**config.mk**
```make
export PLATFORM = sky130hd
export DESIGN_NAME = pc_card_modem_config_decode
export DESIGN_NICKNAME = d
export VERILOG_FILES = /design/src/hw/pcc_pkg.sv /design/src/hw/ring_if.sv /design/src/hw/pc_card_modem_config_decode.sv /design/src/hw/ring_activity_detect.sv
export SDC_FILE = /design/constraint.sdc
export NUM_CORES = 1
export LEC_CHECK = 0
export BUFFER_PORTS_ARGS = -buffer_cell sky130_fd_sc_hd__clkbuf_2
export CAP_MARGIN = 20
export CORE_ASPECT_RATIO = 1.1
export CORE_MARGIN = 10
export CORE_UTILIZATION = 50
export CTS_CLUSTER_SIZE = 8
export DETAILED_ROUTE_END_ITERATION = 8
export GPL_TIMING_DRIVEN = 0
export PLACE_DENSITY = 0.75
export SYNTH_ARGS = -nofsm -noshare
export SYNTH_HDL_FRONTEND = slang
export SYNTH_SLANG_ARGS = --single-unit
```
**constraint.sdc**
```tcl
create_clock -name CLK -period 2.4 [get_ports CLK]
set_input_delay 0.24 -clock CLK [delete_from_list [all_inputs] [get_ports CLK]]
set_output_delay 0.24 -clock CLK [all_outputs]
set_load 0.05 [all_outputs]
```
**src/hw/pcc_pkg.sv**
```systemverilog
// constants, register map and types for the pc card modem configuration block
// assumes a single 125 MHz clock and a 10-bit attribute/io address from the socket
package pcc_pkg;

    // clock rate and derived timing
    localparam int unsigned CLK_MHZ          = 125;
    localparam int unsigned RING_TIMEOUT_MS  = 100;
    localparam int unsigned RING_TIMEOUT_CYC = RING_TIMEOUT_MS * 1000 * CLK_MHZ;
    localparam int unsigned WAKE_PULSE_US    = 10;
    localparam int unsigned WAKE_PULSE_CYC   = WAKE_PULSE_US * CLK_MHZ;

    // bus widths
    localparam int ADDR_W = 10;
    localparam int DATA_W = 8;
    localparam int IDX_W  = 6;

    typedef logic [ADDR_W-1:0] addr_t;
    typedef logic [DATA_W-1:0] data_t;
    typedef logic [IDX_W-1:0]  idx_t;
    typedef logic [23:0]       ring_cnt_t;
    typedef logic [15:0]       wake_cnt_t;

    // attribute memory map
    localparam addr_t CIS_LAST = 10'h1FF;
    localparam addr_t OFS_COR  = 10'h200;
    localparam addr_t OFS_CARD_CONFIG_STATUS = 10'h202;
    localparam addr_t OFS_PRR  = 10'h204;
    localparam addr_t OFS_IOE  = 10'h208;
    localparam data_t REG_RESET = 8'h00;

    // field positions
    localparam int COR_SRST_B = 7;
    localparam int IDX_EN_B   = 5;
    localparam int IDX_ALL_B  = 4;
    localparam int CARD_CONFIG_STATUS_CHG_B = 7;
    localparam int CARD_CONFIG_STATUS_SIG_B = 6;
    localparam int CARD_CONFIG_STATUS_ROS_B = 4;
    localparam int CARD_CONFIG_STATUS_AUD_B = 3;
    localparam int CARD_CONFIG_STATUS_PD_B  = 2;
    localparam int CARD_CONFIG_STATUS_INT_B = 1;
    localparam int PRR_CHG_B  = 5;
    localparam int PRR_RDY_B  = 1;
    localparam int IOE_FLAG_B = 4;
    localparam int IOE_EN_B   = 0;

    // io windows, compared on address bits 9..3
    localparam addr_t WIN_0 = 10'h3F8;
    localparam addr_t WIN_1 = 10'h2F8;
    localparam addr_t WIN_2 = 10'h3E8;
    localparam addr_t WIN_3 = 10'h2E8;
    localparam int    WIN_LSB = 3;

    // positions in the synchroniser vector
    localparam int A_LSB  = 0;
    localparam int D_LSB  = 10;
    localparam int CE_B   = 18;
    localparam int REG_B  = 19;
    localparam int OE_B   = 20;
    localparam int WE_B   = 21;
    localparam int IORD_B = 22;
    localparam int IOWR_B = 23;
    localparam int CRST_B = 24;
    localparam int IRQ_B  = 25;
    localparam int RDY_B  = 26;
    localparam int SPK_B  = 27;
    localparam int SYNC_W = 28;

    // power-down sequencing
    typedef enum logic [1:0] {
        PM_RUN  = 2'b00,
        PM_DOWN = 2'b01,
        PM_WAKE = 2'b10
    } pm_state_t;

endpackage

```
**src/hw/ring_if.sv**
```systemverilog
// ring detect results passed from the detector to the register bank
// assumes both ends run on the same clock
interface ring_if;
    logic ring_start;  // one cycle at each synchronised rising edge
    logic ringing;     // edges arriving within the timeout
    logic ring_level;  // synchronised ring detect level

    modport det (output ring_start, output ringing, output ring_level);
    modport use_side (input ring_start, input ringing, input ring_level);
endinterface

```
**src/hw/pc_card_modem_config_decode.sv**
```systemverilog
// card-side configuration registers and address decode for a pc card modem
// assumes socket strobes are asynchronous pins, synchronised here; single clock CLK
module pc_card_modem_config_decode #(
    parameter int unsigned RING_TIMEOUT_CYC = pcc_pkg::RING_TIMEOUT_CYC,
    parameter int unsigned WAKE_PULSE_CYC   = pcc_pkg::WAKE_PULSE_CYC
) (
    input  wire logic            CLK,
    input  wire logic            RSTN,
    input  wire pcc_pkg::addr_t  ADDR,
    input  wire pcc_pkg::data_t  DATA_IN,
    output var  pcc_pkg::data_t  DATA_OUT,
    output logic                 DATA_OE,
    input  wire logic            CARD_ENABLE_N,
    input  wire logic            REG_SELECT_N,
    input  wire logic            OUTPUT_ENABLE_N,
    input  wire logic            WRITE_ENABLE_N,
    input  wire logic            IO_READ_N,
    input  wire logic            IO_WRITE_N,
    input  wire logic            CARD_RESET,
    input  wire logic            RING_DETECT_IN,
    input  wire logic            MODEM_IRQ_IN,
    input  wire logic            MODEM_READY_IN,
    input  wire logic            SPEAKER_BIT_IN,
    output logic                 INFO_TABLE_CHIP_SELECT_N,
    output logic                 MODEM_CHIP_SELECT_N,
    output logic                 INPUT_ACK_N,
    output logic                 IRQ_READY_N,
    output logic                 STATUS_CHANGE_N,
    output logic                 SPEAKER_BIT_OUT,
    output logic                 SPEAKER_BIT_OE,
    output logic                 RING_OUT_FIRST_FAMILY,
    output logic                 RING_OUT_SECOND_FAMILY,
    output logic                 MODEM_RESET_N,
    output logic                 POWER_DOWN_N
);
    import pcc_pkg::*;

    ring_if rif ();

    logic [SYNC_W-1:0] pin_raw;
    logic [SYNC_W-1:0] s1_r;
    logic [SYNC_W-1:0] s2_r;
    logic [SYNC_W-1:0] s3_r;
    logic              soft_r;
    idx_t              idx_r;
    logic              sig_en_r;
    logic              ros_r;
    logic              audio_r;
    logic              pd_r;
    logic              ring_en_r;
    logic              ring_flag_r;
    logic              ready_r;
    logic              rdy_chg_r;
    pm_state_t         pm_r;
    wake_cnt_t         wake_r;
    addr_t             addr;
    addr_t             wr_addr;
    data_t             wd;
    logic              attr_now;
    logic              wr_end;
    logic              dev_rst;
    logic              crst;
    logic              rdy_rise;
    logic              rdy_fall;
    logic              changed;
    logic              io_sel;

    // is this offset one of the four configuration registers
    function automatic logic reg_hit(input addr_t a);
        return (a == OFS_COR) || (a == OFS_CARD_CONFIG_STATUS) || (a == OFS_PRR) || (a == OFS_IOE);
    endfunction

    // io window decode from the configuration index
    function automatic logic io_window_hit(input idx_t idx, input addr_t a);
        addr_t base;
        base = WIN_0;
        unique case (idx[1:0])
            2'b00: base = WIN_0;
            2'b01: base = WIN_1;
            2'b10: base = WIN_2;
            2'b11: base = WIN_3;
        endcase
        if (!idx[IDX_EN_B])
            return 1'b0;
        if (idx[IDX_ALL_B])
            return 1'b1;
        return a[ADDR_W-1:WIN_LSB] == base[ADDR_W-1:WIN_LSB];
    endfunction

    // ring detect pin is handled by its own detector
    ring_activity_detect #(
        .RING_TIMEOUT_CYC (RING_TIMEOUT_CYC)
    ) u_ring (
        .clk      (CLK),
        .rstn     (RSTN),
        .ring_pin (RING_DETECT_IN),
        .det      (rif.det)
    );

    // synchronise socket and modem pins, third stage for edges
    assign pin_raw = {SPEAKER_BIT_IN, MODEM_READY_IN, MODEM_IRQ_IN, CARD_RESET,
                      ~IO_WRITE_N, ~IO_READ_N, ~WRITE_ENABLE_N, ~OUTPUT_ENABLE_N,
                      ~REG_SELECT_N, ~CARD_ENABLE_N, DATA_IN, ADDR};
    always_ff @(posedge CLK or negedge RSTN) begin
        if (!RSTN) begin
            s1_r <= '0;
            s2_r <= '0;
            s3_r <= '0;
        end else begin
            s1_r <= pin_raw;
            s2_r <= s1_r;
            s3_r <= s2_r;
        end
    end

    // decode of the current and the previous sampled cycle
    assign addr     = s2_r[A_LSB +: ADDR_W];
    assign wr_addr  = s3_r[A_LSB +: ADDR_W];
    assign wd       = s3_r[D_LSB +: DATA_W];
    assign crst     = s2_r[CRST_B];
    assign dev_rst  = crst | soft_r;
    assign rdy_rise = s2_r[RDY_B] & ~s3_r[RDY_B];
    assign rdy_fall = ~s2_r[RDY_B] & s3_r[RDY_B];
    // attribute space needs reg select; even addresses only
    assign attr_now = s2_r[CE_B] & s2_r[REG_B] & ~addr[0] & ~s2_r[IORD_B] & ~s2_r[IOWR_B];
    // write taken when the write strobe ends, using the data held before it
    assign wr_end   = s3_r[WE_B] & ~s2_r[WE_B] & s3_r[CE_B] & s3_r[REG_B] & ~wr_addr[0];

    // option register, soft reset and index
    always_ff @(posedge CLK or negedge RSTN) begin
        if (!RSTN) begin
            soft_r <= 1'b0;
            idx_r  <= '0;
        end else if (crst) begin
            soft_r <= 1'b0;
            idx_r  <= '0;
        end else if (wr_end && wr_addr == OFS_COR) begin
            // bit stays set, device left unconfigured
            soft_r <= wd[COR_SRST_B];
            idx_r  <= wd[COR_SRST_B] ? idx_t'(0) : wd[IDX_W-1:0];
        end else if (soft_r) begin
            idx_r <= '0;
        end
    end

    always_ff @(posedge CLK or negedge RSTN) begin
        if (!RSTN) begin
            sig_en_r <= 1'b0;
            ros_r    <= 1'b0;
            audio_r  <= 1'b0;
            pd_r     <= 1'b0;
        end else if (dev_rst) begin
            sig_en_r <= 1'b0;
            ros_r    <= 1'b0;
            audio_r  <= 1'b0;
            pd_r     <= 1'b0;
        end else if (wr_end && wr_addr == OFS_CARD_CONFIG_STATUS) begin
            sig_en_r <= wd[CARD_CONFIG_STATUS_SIG_B];
            ros_r    <= wd[CARD_CONFIG_STATUS_ROS_B];
            audio_r  <= wd[CARD_CONFIG_STATUS_AUD_B];
            pd_r     <= wd[CARD_CONFIG_STATUS_PD_B];
        end
    end

    // enable bit, written independently of the flag
    always_ff @(posedge CLK or negedge RSTN) begin
        if (!RSTN) begin
            ring_en_r <= 1'b0;
        end else if (dev_rst) begin
            ring_en_r <= 1'b0;
        end else if (wr_end && wr_addr == OFS_IOE) begin
            ring_en_r <= wd[IOE_EN_B];
        end
    end

    // ring event flag, set wins over a clearing write
    always_ff @(posedge CLK or negedge RSTN) begin
        if (!RSTN) begin
            ring_flag_r <= 1'b0;
        end else if (dev_rst) begin
            ring_flag_r <= 1'b0;
        end else if (rif.ring_start) begin
            ring_flag_r <= 1'b1;
        end else if (wr_end && wr_addr == OFS_IOE && wd[IOE_FLAG_B]) begin
            ring_flag_r <= 1'b0;
        end
    end

    // internal ready, busy until the modem ready input rises
    always_ff @(posedge CLK or negedge RSTN) begin
        if (!RSTN) begin
            ready_r <= 1'b0;
        end else if (dev_rst) begin
            ready_r <= 1'b0;
        end else if (rdy_rise) begin
            ready_r <= 1'b1;
        end else if (rdy_fall) begin
            ready_r <= 1'b0;
        end
    end

    // ready change flag, hardware toggle wins over host write
    always_ff @(posedge CLK or negedge RSTN) begin
        if (!RSTN) begin
            rdy_chg_r <= 1'b0;
        end else if (dev_rst) begin
            rdy_chg_r <= 1'b0;
        end else if ((rdy_rise && !ready_r) || (rdy_fall && ready_r)) begin
            rdy_chg_r <= 1'b1;
        end else if (wr_end && wr_addr == OFS_PRR && wd[PRR_RDY_B]) begin
            rdy_chg_r <= wd[PRR_CHG_B];
        end
    end

    // changed bit; enabled ring event contribution
    assign changed = rdy_chg_r | (ring_flag_r & ring_en_r);

    // power-down sequencing with a wake pulse
    always_ff @(posedge CLK or negedge RSTN) begin
        if (!RSTN) begin
            pm_r   <= PM_RUN;
            wake_r <= '0;
        end else if (dev_rst) begin
            pm_r   <= PM_RUN;
            wake_r <= '0;
        end else begin
            unique case (pm_r)
                PM_RUN: begin
                    if (pd_r)
                        pm_r <= PM_DOWN;
                end
                PM_DOWN: begin
                    if (!pd_r) begin
                        pm_r   <= PM_WAKE;
                        wake_r <= wake_cnt_t'(WAKE_PULSE_CYC);
                    end
                end
                PM_WAKE: begin
                    if (pd_r)
                        pm_r <= PM_DOWN;
                    else if (wake_r <= wake_cnt_t'(1))
                        pm_r <= PM_RUN;
                    wake_r <= wake_r - wake_cnt_t'(1);
                end
                default: pm_r <= PM_RUN;
            endcase
        end
    end

    // io cycle select; blocked unless running; window decode
    assign io_sel = s2_r[CE_B] & s2_r[REG_B] & (s2_r[IORD_B] | s2_r[IOWR_B])
                  & io_window_hit(idx_r, addr) & (pm_r == PM_RUN) & ~pd_r & ~dev_rst;

    // chip selects and io acknowledge
    always_ff @(posedge CLK or negedge RSTN) begin
        if (!RSTN) begin
            MODEM_CHIP_SELECT_N      <= 1'b1;
            INPUT_ACK_N              <= 1'b1;
            INFO_TABLE_CHIP_SELECT_N <= 1'b1;
        end else begin
            MODEM_CHIP_SELECT_N      <= ~io_sel;
            INPUT_ACK_N              <= ~(io_sel & s2_r[IORD_B]);
            INFO_TABLE_CHIP_SELECT_N <= ~(attr_now & (addr <= CIS_LAST));
        end
    end

    // register read data, reserved bits zero; ready; interrupt
    always_ff @(posedge CLK or negedge RSTN) begin
        if (!RSTN) begin
            DATA_OUT <= REG_RESET;
            DATA_OE  <= 1'b0;
        end else begin
            DATA_OE  <= attr_now & s2_r[OE_B] & reg_hit(addr);
            DATA_OUT <= REG_RESET;
            if (addr == OFS_COR) begin
                DATA_OUT[COR_SRST_B]  <= soft_r;
                DATA_OUT[IDX_W-1:0]   <= idx_r;
            end else if (addr == OFS_CARD_CONFIG_STATUS) begin
                DATA_OUT[CARD_CONFIG_STATUS_CHG_B] <= changed;
                DATA_OUT[CARD_CONFIG_STATUS_SIG_B] <= sig_en_r;
                DATA_OUT[CARD_CONFIG_STATUS_ROS_B] <= ros_r;
                DATA_OUT[CARD_CONFIG_STATUS_AUD_B] <= audio_r;
                DATA_OUT[CARD_CONFIG_STATUS_PD_B]  <= pd_r;
                DATA_OUT[CARD_CONFIG_STATUS_INT_B] <= s2_r[IRQ_B];
            end else if (addr == OFS_PRR) begin
                DATA_OUT[PRR_CHG_B]  <= rdy_chg_r;
                DATA_OUT[PRR_RDY_B]  <= ready_r;
            end else if (addr == OFS_IOE) begin
                DATA_OUT[IOE_FLAG_B] <= ring_flag_r;
                DATA_OUT[IOE_EN_B]   <= ring_en_r;
            end
        end
    end

    // status change, interrupt/ready, speaker and modem control pins
    always_ff @(posedge CLK or negedge RSTN) begin
        if (!RSTN) begin
            STATUS_CHANGE_N <= 1'b1;
            IRQ_READY_N     <= 1'b0;
            SPEAKER_BIT_OUT <= 1'b0;
            SPEAKER_BIT_OE  <= 1'b0;
            MODEM_RESET_N   <= 1'b0;
            POWER_DOWN_N    <= 1'b1;
        end else begin
            // ring mode; changed mode; idle high
            if (ros_r)
                STATUS_CHANGE_N <= ~rif.ringing;
            else
                STATUS_CHANGE_N <= ~(sig_en_r & changed);
            // busy/ready until configured, then inverted interrupt
            IRQ_READY_N     <= idx_r[IDX_EN_B] ? ~s2_r[IRQ_B] : ready_r;
            SPEAKER_BIT_OUT <= audio_r & s2_r[SPK_B];
            SPEAKER_BIT_OE  <= audio_r;
            MODEM_RESET_N   <= ~dev_rst;
            POWER_DOWN_N    <= ~pd_r;
        end
    end

    // ring outputs blocked in power-down, pulsed on wake
    always_ff @(posedge CLK or negedge RSTN) begin
        if (!RSTN) begin
            RING_OUT_FIRST_FAMILY  <= 1'b1;
            RING_OUT_SECOND_FAMILY <= 1'b0;
        end else if (pm_r == PM_DOWN || (pm_r == PM_RUN && pd_r)) begin
            RING_OUT_FIRST_FAMILY  <= 1'b0;
            RING_OUT_SECOND_FAMILY <= 1'b0;
        end else if (pm_r == PM_WAKE) begin
            RING_OUT_FIRST_FAMILY  <= 1'b0;
            RING_OUT_SECOND_FAMILY <= 1'b1;
        end else begin
            RING_OUT_FIRST_FAMILY  <= ~(rif.ringing & rif.ring_level);
            RING_OUT_SECOND_FAMILY <= rif.ring_level;
        end
    end
endmodule

```
**src/hw/ring_activity_detect.sv**
```systemverilog
// ring detect synchroniser, cycle start detector and ringing timeout
// assumes the ring pin is asynchronous to the clock
module ring_activity_detect #(
    parameter int unsigned RING_TIMEOUT_CYC = pcc_pkg::RING_TIMEOUT_CYC
) (
    input  wire logic clk,
    input  wire logic rstn,
    input  wire logic ring_pin,
    ring_if.det       det
);
    import pcc_pkg::*;

    logic      s1_r;
    logic      s2_r;
    logic      s3_r;
    ring_cnt_t cnt_r;

    // two-flop synchroniser plus one stage for edge detection
    always_ff @(posedge clk or negedge rstn) begin
        if (!rstn) begin
            s1_r <= 1'b0;
            s2_r <= 1'b0;
            s3_r <= 1'b0;
        end else begin
            s1_r <= ring_pin;
            s2_r <= s1_r;
            s3_r <= s2_r;
        end
    end

    always_ff @(posedge clk or negedge rstn) begin
        if (!rstn) begin
            cnt_r <= '0;
        end else if (s2_r && !s3_r) begin
            cnt_r <= ring_cnt_t'(RING_TIMEOUT_CYC);
        end else if (cnt_r != '0) begin
            cnt_r <= cnt_r - ring_cnt_t'(1);
        end
    end

    assign det.ring_start = s2_r & ~s3_r;
    assign det.ringing    = (cnt_r != '0);
    assign det.ring_level = s2_r;

endmodule

```
* After elaboration in Yosys (flattened, before gate mapping)
Cells that the tools add are included. Widths: inputs -> output; s select.
Word-level totals: input port bits 31, word-level logic and storage cells 198, output and inout bits 20, register bits after elaboration 163
Operators by class: add/sub/neg operators 2, $lt $le $gt $ge 2, bitwise gates (word level) 50, reduce and logical (&&, ||, !) cells 31, equality and inequality tests 17, mux-type cells 64
Operators with widths (count):
- $eq 10x10->1 const B | 8
- $mux 24 | 2
- $mux 1 | 45
- $pmux 10 s4 | 1
- $mux 16 | 2
- $pmux 16 s2 | 1
- $mux 6 | 5
- $and 1x1->1 | 24
- $reduce_bool 24->1 | 1
- $sub 24x1->24 const B | 1
- $not 1->1 | 23
- $le 16x1->1 const B | 1
- $sub 16x1->16 const B | 1
- $reduce_bool 3->1 | 5
- $mux 2 | 7
- $le 10x9->1 const B | 1
- $logic_and 1x1->1 | 10
- $reduce_bool 2->1 | 4
- $eq 7x7->1 | 1
- $eq 2x2->1 const B | 3
- $ne 3x3->1 const B | 2
- $pmux 2 s3 | 1
- $logic_or 1x1->1 | 5
- $eq 2x1->1 const B | 2
- 6 further kinds | 10

* Longest topological paths before layout
Gate-level depths: netlist (run 1).
word-level depth 11, depth in mapped cells 8, depth with buffers taken out 6

* By module
From an unflattened synthesis (run 1), not the netlist that was laid out.
Second synthesis, totals: cells, all modules 486, area total of the unflattened synthesis 6027.0 um2
Modules (own cells, without submodules):
- pc_card_modem_config_decode | instances 1, cells each 346, sequential area each 3285.7 um2, area each 4569.4 um2
- ring_activity_detect | instances 1, cells each 140, sequential area each 675.6 um2, area each 1457.6 um2

* Least setup slack after synthesis (run 1)
OpenSTA, ideal clock, no wires.
path type reg2reg, start register wake_r[0], end register wake_r[14], setup slack 378 ps, path buffers 0, arrival time 1897 ps, setup time 125 ps, data required time 2275 ps, cell stages (with the launch flop) 7, period minus slack after synthesis 2022 ps, cells stage by stage dfrtp_1 inv_1 ha_1 or3b_2 nor2_1 nor4bb_1 mux2_2
Between the ends: cells in the longest elaborated chain, start to end 3
Ends and longest elaborated chain:
- from (decl) | RTL line pc_card_modem_config_decode.sv:55 | wake_cnt_t wake_r;
- from (signal assigned) | RTL line pc_card_modem_config_decode.sv:235 | wake_r <= wake_cnt_t'(WAKE_PULSE_CYC);
- from (signal assigned) | RTL line pc_card_modem_config_decode.sv:243 | wake_r <= wake_r - wake_cnt_t'(1);
- $sub 16x1->16 | RTL line pc_card_modem_config_decode.sv:243
- $pmux 16 s2 | RTL line pc_card_modem_config_decode.sv:227 | unique case (pm_r)
- $mux 16 | RTL line pc_card_modem_config_decode.sv:223 | end else if (dev_rst) begin
No other way between the ends. A chain may end at the register's enable or synchronous reset.

* Worst setup path after layout (run 1)
Ends and elaborated chain as after synthesis.

==> results.sh, run 1 <==
export IMPL_hold_path_depth=0
export IMPL_cp_required_ns=2.69
export IMPL_synth_seq_cells=158
export IMPL_pre_cts_slack_ns=0.1358
export IMPL_clkPwrFrac_pct=44.0
export IMPL_clkTransAtPathRegs_ns=0.06
export IMPL_period_needed_ns=2.268
export IMPL_cts_buffers_inserted=17
export IMPL_min_from="s2_r[15]"
export IMPL_powerDensity_mw_per_mm2=832.5
export IMPL_p_int_mw=4.759
export IMPL_fin_ws_ns=0.1320
export IMPL_rows=42
export IMPL_p_sw_mw=1.455
export IMPL_crit_path_start_kind="flip-flop"
export IMPL_whs_ns=0.3446
export IMPL_core_mm2=0.01193
export IMPL_cts_tree="done"
export IMPL_insertion_delay_ns=0.42
export IMPL_fmax_mhz=440.9
export IMPL_drt_vias_per_instance=5.484
export IMPL_cts_setup_buffers=0
export IMPL_grt_ovfl_total=0
export IMPL_io_buffers=50
export IMPL_status="finished, final reports clean"
export IMPL_tightestPinTransition_ns=0.7410
export IMPL_finalMaxSlewViolations=0
export IMPL_die_area_mm2=0.01693
export IMPL_drc=0
export IMPL_cts_buffer_depth=2
export IMPL_combPwrFrac_pct=8.5
export IMPL_async_reset_ff_share_pct=100.0
export IMPL_yosysSeqAreaShare_pct=65.37
export IMPL_grt_setup_unrepaired="no"
export IMPL_hold_viol=0
export IMPL_start_util_pct=50.80
export IMPL_cts_max_level=4
export IMPL_cpMaxStageDelayCell="or3b_2"
export IMPL_syn_instance_count=504
export IMPL_synthesis_area_mm2=0.006060
export IMPL_grt_pass1_vias=4259
export IMPL_antenna_left=0
export IMPL_crit_arrival_ns=2.56
export IMPL_r2r_start="wake_r[0]"
export IMPL_worstReg2RegEnd="wake_r[14]"
export IMPL_fin_worst_skew_ns=0.02483
export IMPL_cts_sinks=158
export IMPL_ios=51
export IMPL_die_height_um=135.5
export IMPL_ys_flop_type="dfrtp_1"
export IMPL_area_delta_synth_final_pct=23.17
export IMPL_yosys_warnings=0
export IMPL_gp_congestion=0.8976
export IMPL_final_cell_mix="dfrtp_1, clkbuf_2, nand2_1, a21oi_1, dlygate4sd3_1"
export IMPL_diodes=0
export IMPL_maxCapViolations=0
export IMPL_synthesis_nets=538
export IMPL_dr_pass1_iters=5
export IMPL_grtUsageTotal_pct=14.73
export IMPL_grt_max_degree=90
export IMPL_reg2reg_depth=6
export IMPL_wire_per_inst_um=15.71
export IMPL_synth_edf_count=0
export IMPL_path_max_fanout=5
export IMPL_final_common_cell="dfrtp_1"
export IMPL_holdPathEnd="s3_r[15]"
export IMPL_path_class="reg2reg"
export IMPL_filler_cell_count=870
export IMPL_hp_class="reg2reg"
export IMPL_critical_path_max_stage_delay_ns=0.53
export IMPL_root_buffer="clkbuf_16"
export IMPL_antenna_found_initial=0
export IMPL_leakagePower_nw=3.258
export IMPL_ir_worst_vdd_mv=0.6777
export IMPL_fin_crit_sh_pct=94.50
export IMPL_drt_iter0_drc=289
export IMPL_grt_pass1_wl_mm=20.76
export IMPL_power_mw=6.214
export IMPL_drt_total_wl_mm=12.10
export IMPL_critical_path_endpoint_type="flip-flop"
export IMPL_die_w_um=125.0
export IMPL_worstPathCellList="inv_1 > ha_1 > or3b_2 > nor2_1 > nor4bb_2 > mux2_2"
export IMPL_vias=4223
export IMPL_synth_cell_types=53
export IMPL_hpwlAfterDp_mm=8.174
export IMPL_slew_headroom_pct=50.14
export IMPL_fin_nets=637
export IMPL_switching_share_pct=23.41
export IMPL_drive_above_1_share_pct=17.69
export IMPL_synth_area_per_cell_um2=12.02
export IMPL_reg2reg_slack_ns=0.13
export IMPL_pwr_share_seq_pct=47.5
export IMPL_finalSetupViolCount=0
-- critical path, delay by kind of cell, from the launching register on --
family                   cells  cell delay, ns
multiplexers                 1            0.37
flip-flops                   1            0.42
AND/OR/NAND/NOR              3            1.08
buffers and inverters        1            0.10
adder cells (fa/ha/maj)      1            0.19
-- layer usage --
metal  share of wire [%]  vias to the layer above  track usage [%]  wire length (um)
met5                   0                        -                0                 0
met4                 1.3                        0            5.314               158
met3                 4.2                       16            3.485               508
met2                  51                      112            24.55              6172
met1                  43                     2084            18.38              5259
li1                    -                     2011                -                 -
-- power by group through the flow --
stage / logic [mW] / clock network (mW) / registers [mW]
3_5_place_dp: 0.490 / 0 / 2.99
4_1_cts: 0.530 / 2.79 / 2.95
5_1_grt: 0.597 / 2.92 / 2.98
6_report: 0.527 / 2.74 / 2.95
2_1_floorplan: 0.319 / 0 / 2.97
3_3_place_gp: 0.465 / 0 / 2.98
-- what timing repair did --
| item | 4_1_cts | 5_1_grt |
|---|---|---|
| hold buffers | 30 | 0 |
| hold endpoints to repair | 98 | 0 |
| setup endpoints to repair | 0 | 5 |
| gates resized for setup | 0 | 2 |
-- registers in the layout (all words and copies together) (netlist names), 2 cells and up --
signal        flops
s1_r             28
s2_r             28
u_ring.cnt_r     24
s3_r             22
wake_r           16
DATA_OUT          8
idx_r             6
pm_r              2
-- layout make-up --
| class | instances | area [um2] | share of cell area (%) |
|---|---|---|---|
| multi-input cells | 312 | 1977 | 26.49 |
| inverters | 17 | 63.81 | 0.8550 |
| flip-flops and latches | 158 | 3961 | 53.08 |
| plain buffers | 16 | 66.31 | 0.8885 |
| clock inverters | 11 | 155.1 | 2.079 |
| repair buffers | 81 | 586.8 | 7.863 |
| well taps | 154 | 192.7 | 2.582 |
| clock buffers | 21 | 460.4 | 6.169 |
-- stage by stage --
stage / instance area, um2 / utilization (%) / cells / setup TNS (ns)
floorplan: 6060 / - / 504 / 0
global placement: 6502 / 54.51 / 708 / -219.68
detailed placement: 6539 / 54.81 / 709 / 0
CTS: 7455 / 62.49 / 771 / 0
global route: 7463 / 62.57 / 770 / 0
finish: 7463 / 62.57 / 770 / 0
-- cell families after synthesis --
family	synth area share, %
compound gates	9.333
xor+xnor	0.8672
fa+ha+maj	0.6195
buf+inv	2.209
flops	65.37
mux	3.820
simple gates	17.78
-- how the worst max path moves through the flow --
stage / from / end / cells after the start / slack, ns
floorplan: wake_r[0] / wake_r[14] / 6 / 0.38
global placement: RSTN / s1_r[5] / 1 / -1.43
detailed placement: wake_r[0] / wake_r[14] / 6 / 0.14
CTS: wake_r[0] / wake_r[14] / 6 / 0.13
global route: wake_r[0] / wake_r[14] / 6 / 0.03
finish: wake_r[0] / wake_r[14] / 6 / 0.13
-- synthesized netlist by cell type (all sizes together) (8+ instances only) --
cell type | instances | area share [%]
dfrtp | 152 | 63
a21oi | 30 | 2.5
inv | 17 | 1.1
nand3 | 13 | 1.1
nand2b | 16 | 1.7
or3 | 10 | 1.0
nor4 | 18 | 2.1
nand2 | 36 | 2.2
or4 | 13 | 1.6
mux2i | 22 | 3.6
o21ai | 19 | 1.6
clkbuf | 11 | 0.68
nor2 | 29 | 1.8
nor3 | 14 | 1.2
o31ai | 10 | 1.3
and2 | 8 | 0.83
(Power assumes the default switching activity.)
==> inputs of run 2 (changes only) <==
Settings changed: ABC_AREA from default to 1, PLACE_DENSITY 0.75 to 0.74, SLEW_MARGIN from default to 10.
Clock period 2.4 ns to 2.6 ns, I/O delays scaled along.
==> run 2 against run 1 <==
Effect of this change: utilization fell by 1.1 points; setup slack improved by 0.61 ns; register-to-register slack better by 0.61 ns; largest cell class unchanged.
==> results.sh, run 2 <==
export IMPL_drt_vias_per_instance=5.149
export IMPL_antenna_left=0
export IMPL_synthTopCellsByCount="dfrtp_1, nand2_1, inv_1, nor2_1, nand3_1"
export IMPL_status="finished, final reports clean"
export IMPL_wire_per_inst_um=14.12
export IMPL_drt_total_wl_mm=13.18
export IMPL_powerDensity_mw_per_mm2=762.0
export IMPL_fin_util_pct=61.50
export IMPL_holdPathEnd="s3_r[17]"
export IMPL_design_area_mm2=0.007710
export IMPL_hold_path_depth=0
export IMPL_gp_congestion=0.9070
export IMPL_finalMaxSlewViolations=0
export IMPL_hold_viol=0
export IMPL_hp_class="reg2reg"
export IMPL_leakagePower_nw=3.724
export IMPL_drive_above_1_share_pct=16.11
export IMPL_die_height_um=138.2
export IMPL_tightestPinTransition_ns=0.5599
export IMPL_yosys_warnings=0
export IMPL_antenna_found_initial=0
export IMPL_grt_pass1_vias=4844
export IMPL_cts_tree="done"
export IMPL_synthesis_area_mm2=0.006347
export IMPL_cts_max_level=4
export IMPL_synth_edf_count=0
export IMPL_synthesis_nets=697
export IMPL_drt_iter0_drc=399
export IMPL_layout_cells_non_filler=933
export IMPL_dr_pass1_iters=5
export IMPL_whs_ns=0.3464
export IMPL_post_synth_top_count_cell="dfrtp_1"
export IMPL_worstReg2RegEnd="u_ring.cnt_r[22]"
export IMPL_period_needed_ns=1.856
export IMPL_root_buffer="clkbuf_16"
export IMPL_fmax_mhz=538.7
export IMPL_filler_cell_count=980
export IMPL_min_from="s2_r[17]"
export IMPL_drc=0
export IMPL_start_util_pct=50.63
export IMPL_worstPathCellList="inv_1 > ha_1 > nand3_2 > nor2_1 > nand4_1 > nand2_1 > nand2_1 > nor2_1"
export IMPL_insertion_delay_ns=0.43
export IMPL_largestRegisters="s1_r (28), s2_r (28), u_ring.cnt_r (24)"
export IMPL_path_class="reg2reg"
export IMPL_vias=4804
export IMPL_fin_crit_sh_pct=71.40
export IMPL_die_area_mm2=0.01761
export IMPL_grt_ovfl_total=0
export IMPL_reg2reg_slack_ns=0.74
export IMPL_final_cell_mix="dfrtp_1, nand2_1, inv_1, nor2_1, nand3_1"
export IMPL_io_buffers=50
export IMPL_cpMaxStageDelayCell="dfrtp_1"
export IMPL_syn_instance_count=663
export IMPL_core_mm2=0.01254
export IMPL_r2r_start="u_ring.cnt_r[0]"
export IMPL_final_common_cell="dfrtp_1"
export IMPL_yosysTopAreaCell="dfrtp_1"
export IMPL_dpl_cell_area_mm2=0.006830
export IMPL_ys_flop_type="dfrtp_1"
export IMPL_rows=43
export IMPL_crit_path_start_kind="flip-flop"
export IMPL_maxCapViolations=0
export IMPL_ir_worst_vdd_mv=0.5117
export IMPL_path_max_fanout=6
export IMPL_fin_ws_ns=0.7437
export IMPL_synth_seq_cells=158
export IMPL_cp_required_ns=2.95
export IMPL_synth_cell_types=38
export IMPL_path_delay_family="simple AND/OR/NAND/NOR gates"
export IMPL_critical_path_endpoint_type="flip-flop"
export IMPL_clkTransAtPathRegs_ns=0.06
export IMPL_cts_buffer_depth=2
export IMPL_cts_buffers_inserted=17
export IMPL_netlist_top_cells_area="dfrtp_1, nand2_1, inv_1"
export IMPL_area_delta_synth_final_pct=21.47
export IMPL_dpl_cell_count=871
export IMPL_cts_sinks=158
export IMPL_grtUsageTotal_pct=15.60
export IMPL_fin_worst_skew_ns=0.009473
export IMPL_finalSetupViolCount=0
export IMPL_grt_setup_unrepaired="no"
export IMPL_yosysSeqAreaShare_pct=62.41
export IMPL_async_reset_ff_share_pct=100.0
export IMPL_crit_arrival_ns=2.21
export IMPL_reg2reg_depth=8
export IMPL_ios=51
export IMPL_grt_max_degree=90
export IMPL_diodes=0
export IMPL_pre_cts_slack_ns=0.8171
export IMPL_die_w_um=127.4
export IMPL_fin_nets=797
export IMPL_slew_headroom_pct=62.67
export IMPL_critical_path_max_stage_delay_ns=0.42
export IMPL_grt_pass1_wl_mm=22.47
export IMPL_synth_top_area_share_pct=59.93
export IMPL_synth_area_per_cell_um2=9.574
export IMPL_hpwlAfterDp_mm=9.150
export IMPL_worstPathBufferInverterCount=1
==> run 2: changes by cell type in the layout (fill, tap and decap cells not counted), moves of 17 or more <==
cell	delta
inv_1	+70
mux2i_1	-22
nand2_1	+88
nand3_1	+51
nand4_1	+17
nor2_1	+54
==> run 2: final cells by class <==
type                       instances  area (um2)  share of cell area (%)
inverter                          93       351.6                   4.560
sequential                       158        3961                   51.38
buffer                             6       33.78                  0.4382
clock buffer                      20       456.7                   5.923
clock inverter                    12       122.6                   1.590
tap                              157       196.4                   2.548
multi-input combinational        406        2001                   25.95
timing repair buffer              81       586.8                   7.611
==> run 2: metrics by stage <==
step                      TNS [ns]  total power, mW
after floorplan                  0            3.249
after global placement     -190.16            3.441
after detailed placement         0            3.474
after CTS                        0            5.926
after global routing             0            6.141
final                            0            5.875
==> run 2: how the worst max path moves through the flow <==
stage	from	endpoint	slack [ns]	cells past startpoint
after floorplan	u_ring.cnt_r[0]	u_ring.cnt_r[10]	1.08	9
after global placement	RSTN	u_ring.cnt_r[13]	-1.25	1
after detailed placement	u_ring.cnt_r[0]	u_ring.cnt_r[12]	0.82	9
after CTS	u_ring.cnt_r[0]	u_ring.cnt_r[12]	0.78	9
after global routing	u_ring.cnt_r[0]	u_ring.cnt_r[22]	0.57	8
final	u_ring.cnt_r[0]	u_ring.cnt_r[22]	0.74	8
==> run 2: kinds of logic (layout without fill, tap and decap cells) <==
group / after synthesis / after routing / share of synthesized area, %
AO/OA/AOI/OAI: 60 / 60 / 5.165
adder cells (fa/ha/maj): 3 / 3 / 0.5914
AND/OR/NAND/NOR: 338 / 338 / 25.07
XOR/XNOR: 5 / 5 / 0.6901
buffers and inverters: 99 / 212 / 6.071
flip-flops: 158 / 158 / 62.41
==> run 2: worst register-to-register path, cell delays in order (launching register included) <==
cell	delay, ns
dfrtp_1	0.42
inv_1	0.09
ha_1	0.23
nand3_2	0.15
nor2_1	0.40
nand4_1	0.21
nand2_1	0.11
nand2_1	0.06
nor2_1	0.12
==> run 2: where the power goes <==
| part | switching (mW) | leakage [nW] | total, mW | internal [mW] |
|---|---|---|---|---|
| combinational | 0.473 | 1.54 | 0.720 | 0.247 |
| sequential | 0.126 | 1.91 | 2.75 | 2.62 |
| clock | 1.02 | 0.281 | 2.41 | 1.39 |
==> run 2: repair_timing <==
action | CTS | global route
hold endpoints to repair | 92 | 0
setup buffers | 0 | 0
hold buffers | 30 | 0
gates resized for setup | 0 | 0
==> run 2: layer usage <==
layer	GRT usage (%)	share of wire [%]	vias up
li1	-	-	2327
met1	19.28	44	2293
met2	24.41	48	152
met3	5.163	6.5	32
met4	6.599	2.0	0
met5	0	0	-
==> inputs of run 3 (changes only) <==
Settings changed: ABC_AREA 1 to 0, PLACE_DENSITY 0.74 to 0.75.
Clock period 2.6 ns to 1.75 ns, I/O delays scaled along.
==> run 3 against run 2 <==
Effect of this change: the flow now finishes with violations (negative setup slack); first-iteration DRC count down 25%; non-clock buffer count up 71; register-to-register slack worse by 0.96 ns; die area down 3.9%; total power up 56%; cell count down 11%; setup slack worse by 0.96 ns; sequential power up 49%; hold slack about the same; combinational power up 110%.
==> results.sh, run 3 (synthesized netlist as in run 1, its figures left out) <==
export IMPL_cts_sinks=158
export IMPL_fin_crit_sh_pct=112.6
export IMPL_dr_pass1_iters=5
export IMPL_start_util_pct=50.80
export IMPL_grt_setup_unrepaired="yes"
export IMPL_layout_cells_non_filler=832
export IMPL_powerDensity_mw_per_mm2=1054
export IMPL_violations="negative setup slack"
export IMPL_diodes=0
export IMPL_grtUsageTotal_pct=16.95
export IMPL_fin_util_pct=72.89
export IMPL_crit_arrival_ns=2.32
export IMPL_gp_congestion=0.8866
export IMPL_ir_worst_vdd_mv=0.9895
export IMPL_rows=42
export IMPL_fmax_mhz=507.6
export IMPL_worstReg2RegEnd="u_ring.cnt_r[22]"
export IMPL_die_w_um=125.0
export IMPL_grt_pass1_vias=4736
export IMPL_path_max_fanout=6
export IMPL_root_buffer="clkbuf_16"
export IMPL_tightestPinTransition_ns=0.7332
export IMPL_dpl_cell_area_mm2=0.006680
export IMPL_insertion_delay_ns=0.43
export IMPL_largestRegisters="s1_r (28), s2_r (28), u_ring.cnt_r (24)"
export IMPL_crit_path_start_kind="flip-flop"
export IMPL_clkTransAtPathRegs_ns=0.07
export IMPL_grt_ovfl_total=0
export IMPL_final_cell_mix="dfrtp_1, buf_4, clkbuf_2, nand2_1, dlygate4sd3_1"
export IMPL_finalSetupViolCount=41
export IMPL_r2r_start="u_ring.cnt_r[2]"
export IMPL_io_buffers=50
export IMPL_reg2reg_slack_ns=-0.22
export IMPL_holdPathEnd="s2_r[10]"
export IMPL_drive_above_1_share_pct=40.56
export IMPL_hp_class="reg2reg"
export IMPL_drt_vias_per_instance=5.776
export IMPL_dpl_cell_count=709
export IMPL_area_delta_synth_final_pct=43.49
export IMPL_whs_ns=0.3465
export IMPL_ios=51
export IMPL_period_needed_ns=1.970
export IMPL_fin_ws_ns=-0.2199
export IMPL_die_height_um=135.5
export IMPL_cp_required_ns=2.10
export IMPL_vias=4806
export IMPL_hold_path_depth=0
export IMPL_drt_total_wl_mm=15.67
export IMPL_power_mw=9.164
export IMPL_antenna_found_initial=0
export IMPL_fin_nets=699
export IMPL_cts_buffers_inserted=17
export IMPL_leakagePower_nw=3.697
export IMPL_grt_max_degree=92
export IMPL_drt_iter0_drc=301
export IMPL_cts_max_level=4
export IMPL_final_common_cell="dfrtp_1"
export IMPL_drc=0
export IMPL_grt_pass1_wl_mm=23.27
export IMPL_hold_viol=0
export IMPL_fin_worst_skew_ns=0.01454
export IMPL_die_area_mm2=0.01693
export IMPL_antenna_left=0
export IMPL_design_area_mm2=0.008695
export IMPL_path_class="reg2reg"
export IMPL_finalMaxSlewViolations=0
export IMPL_wire_per_inst_um=18.83
export IMPL_status="finished, violations left"
export IMPL_cts_tree="done"
export IMPL_cts_buffer_depth=2
export IMPL_slew_headroom_pct=51.12
export IMPL_min_from="s1_r[10]"
export IMPL_maxCapViolations=0
export IMPL_hpwlAfterDp_mm=8.404
export IMPL_core_mm2=0.01193
export IMPL_critical_path_endpoint_type="flip-flop"
export IMPL_reg2reg_depth=6
-- run 3: layout make-up --
cell class              instances  area [um2]
well taps                     154       192.7
flip-flops and latches        158        3979
repair buffers                145        1129
plain buffers                  13       97.59
multi-input cells             313        2654
fillers                       711        3234
clock inverters                13       126.4
inverters                      17       63.81
clock buffers                  19       452.9
-- run 3: metrics by stage --
step           setup slack (ns)  setup TNS, ns
5_1_grt                 -0.3137         -7.403
3_3_place_gp             -2.044        -324.47
3_5_place_dp            -0.3901         -10.43
2_1_floorplan           -0.1671         -1.278
6_report                -0.2199         -4.137
4_1_cts                 -0.1731         -2.109
-- run 3: what timing repair did --
action | CTS | global route
gates resized for setup | 70 | 85
buffers inserted | 39 | 25
endpoints found under the hold margin | 116 | 0
pin swaps | 28 | 39
cloned | 1 | 1
hold buffers | 30 | 0
endpoints found under the setup margin | 61 | 60
-- run 3: metal layers --
| layer | wire length (um) | up-vias | GRT usage [%] |
|---|---|---|---|
| met5 | 0 | - | 0 |
| met4 | 577 | 0 | 8.771 |
| met3 | 713 | 51 | 4.190 |
| met2 | 8275 | 171 | 29.97 |
| met1 | 6103 | 2435 | 18.57 |
| li1 | - | 2149 | - |
-- run 3: worst max path at each step --
| stage | slack (ns) | endpoint | cells past startpoint | start |
|---|---|---|---|---|
| global route | -0.31 | u_ring.cnt_r[22] | 6 | u_ring.cnt_r[2] |
| global placement | -2.04 | s1_r[27] | 1 | RSTN |
| finish | -0.22 | u_ring.cnt_r[22] | 6 | u_ring.cnt_r[2] |
| detailed placement | -0.39 | INPUT_ACK_N | 7 | soft_r |
| floorplan | -0.17 | soft_r | 5 | s3_r[8] |
| CTS | -0.17 | ring_flag_r | 4 | s3_r[4] |
-- run 3: worst max-delay path, stage by stage (launching register included) --
cell	delay, ns
dfrtp_2	0.44
nor4_4	0.29
buf_6	0.17
nand4_1	0.21
buf_4	0.22
or4_1	0.42
a21oi_1	0.15
-- run 3: power breakdown --
part           switching, mW  internal, mW
registers              0.222          3.87
logic                  0.743         0.746
clock network           1.52          2.06
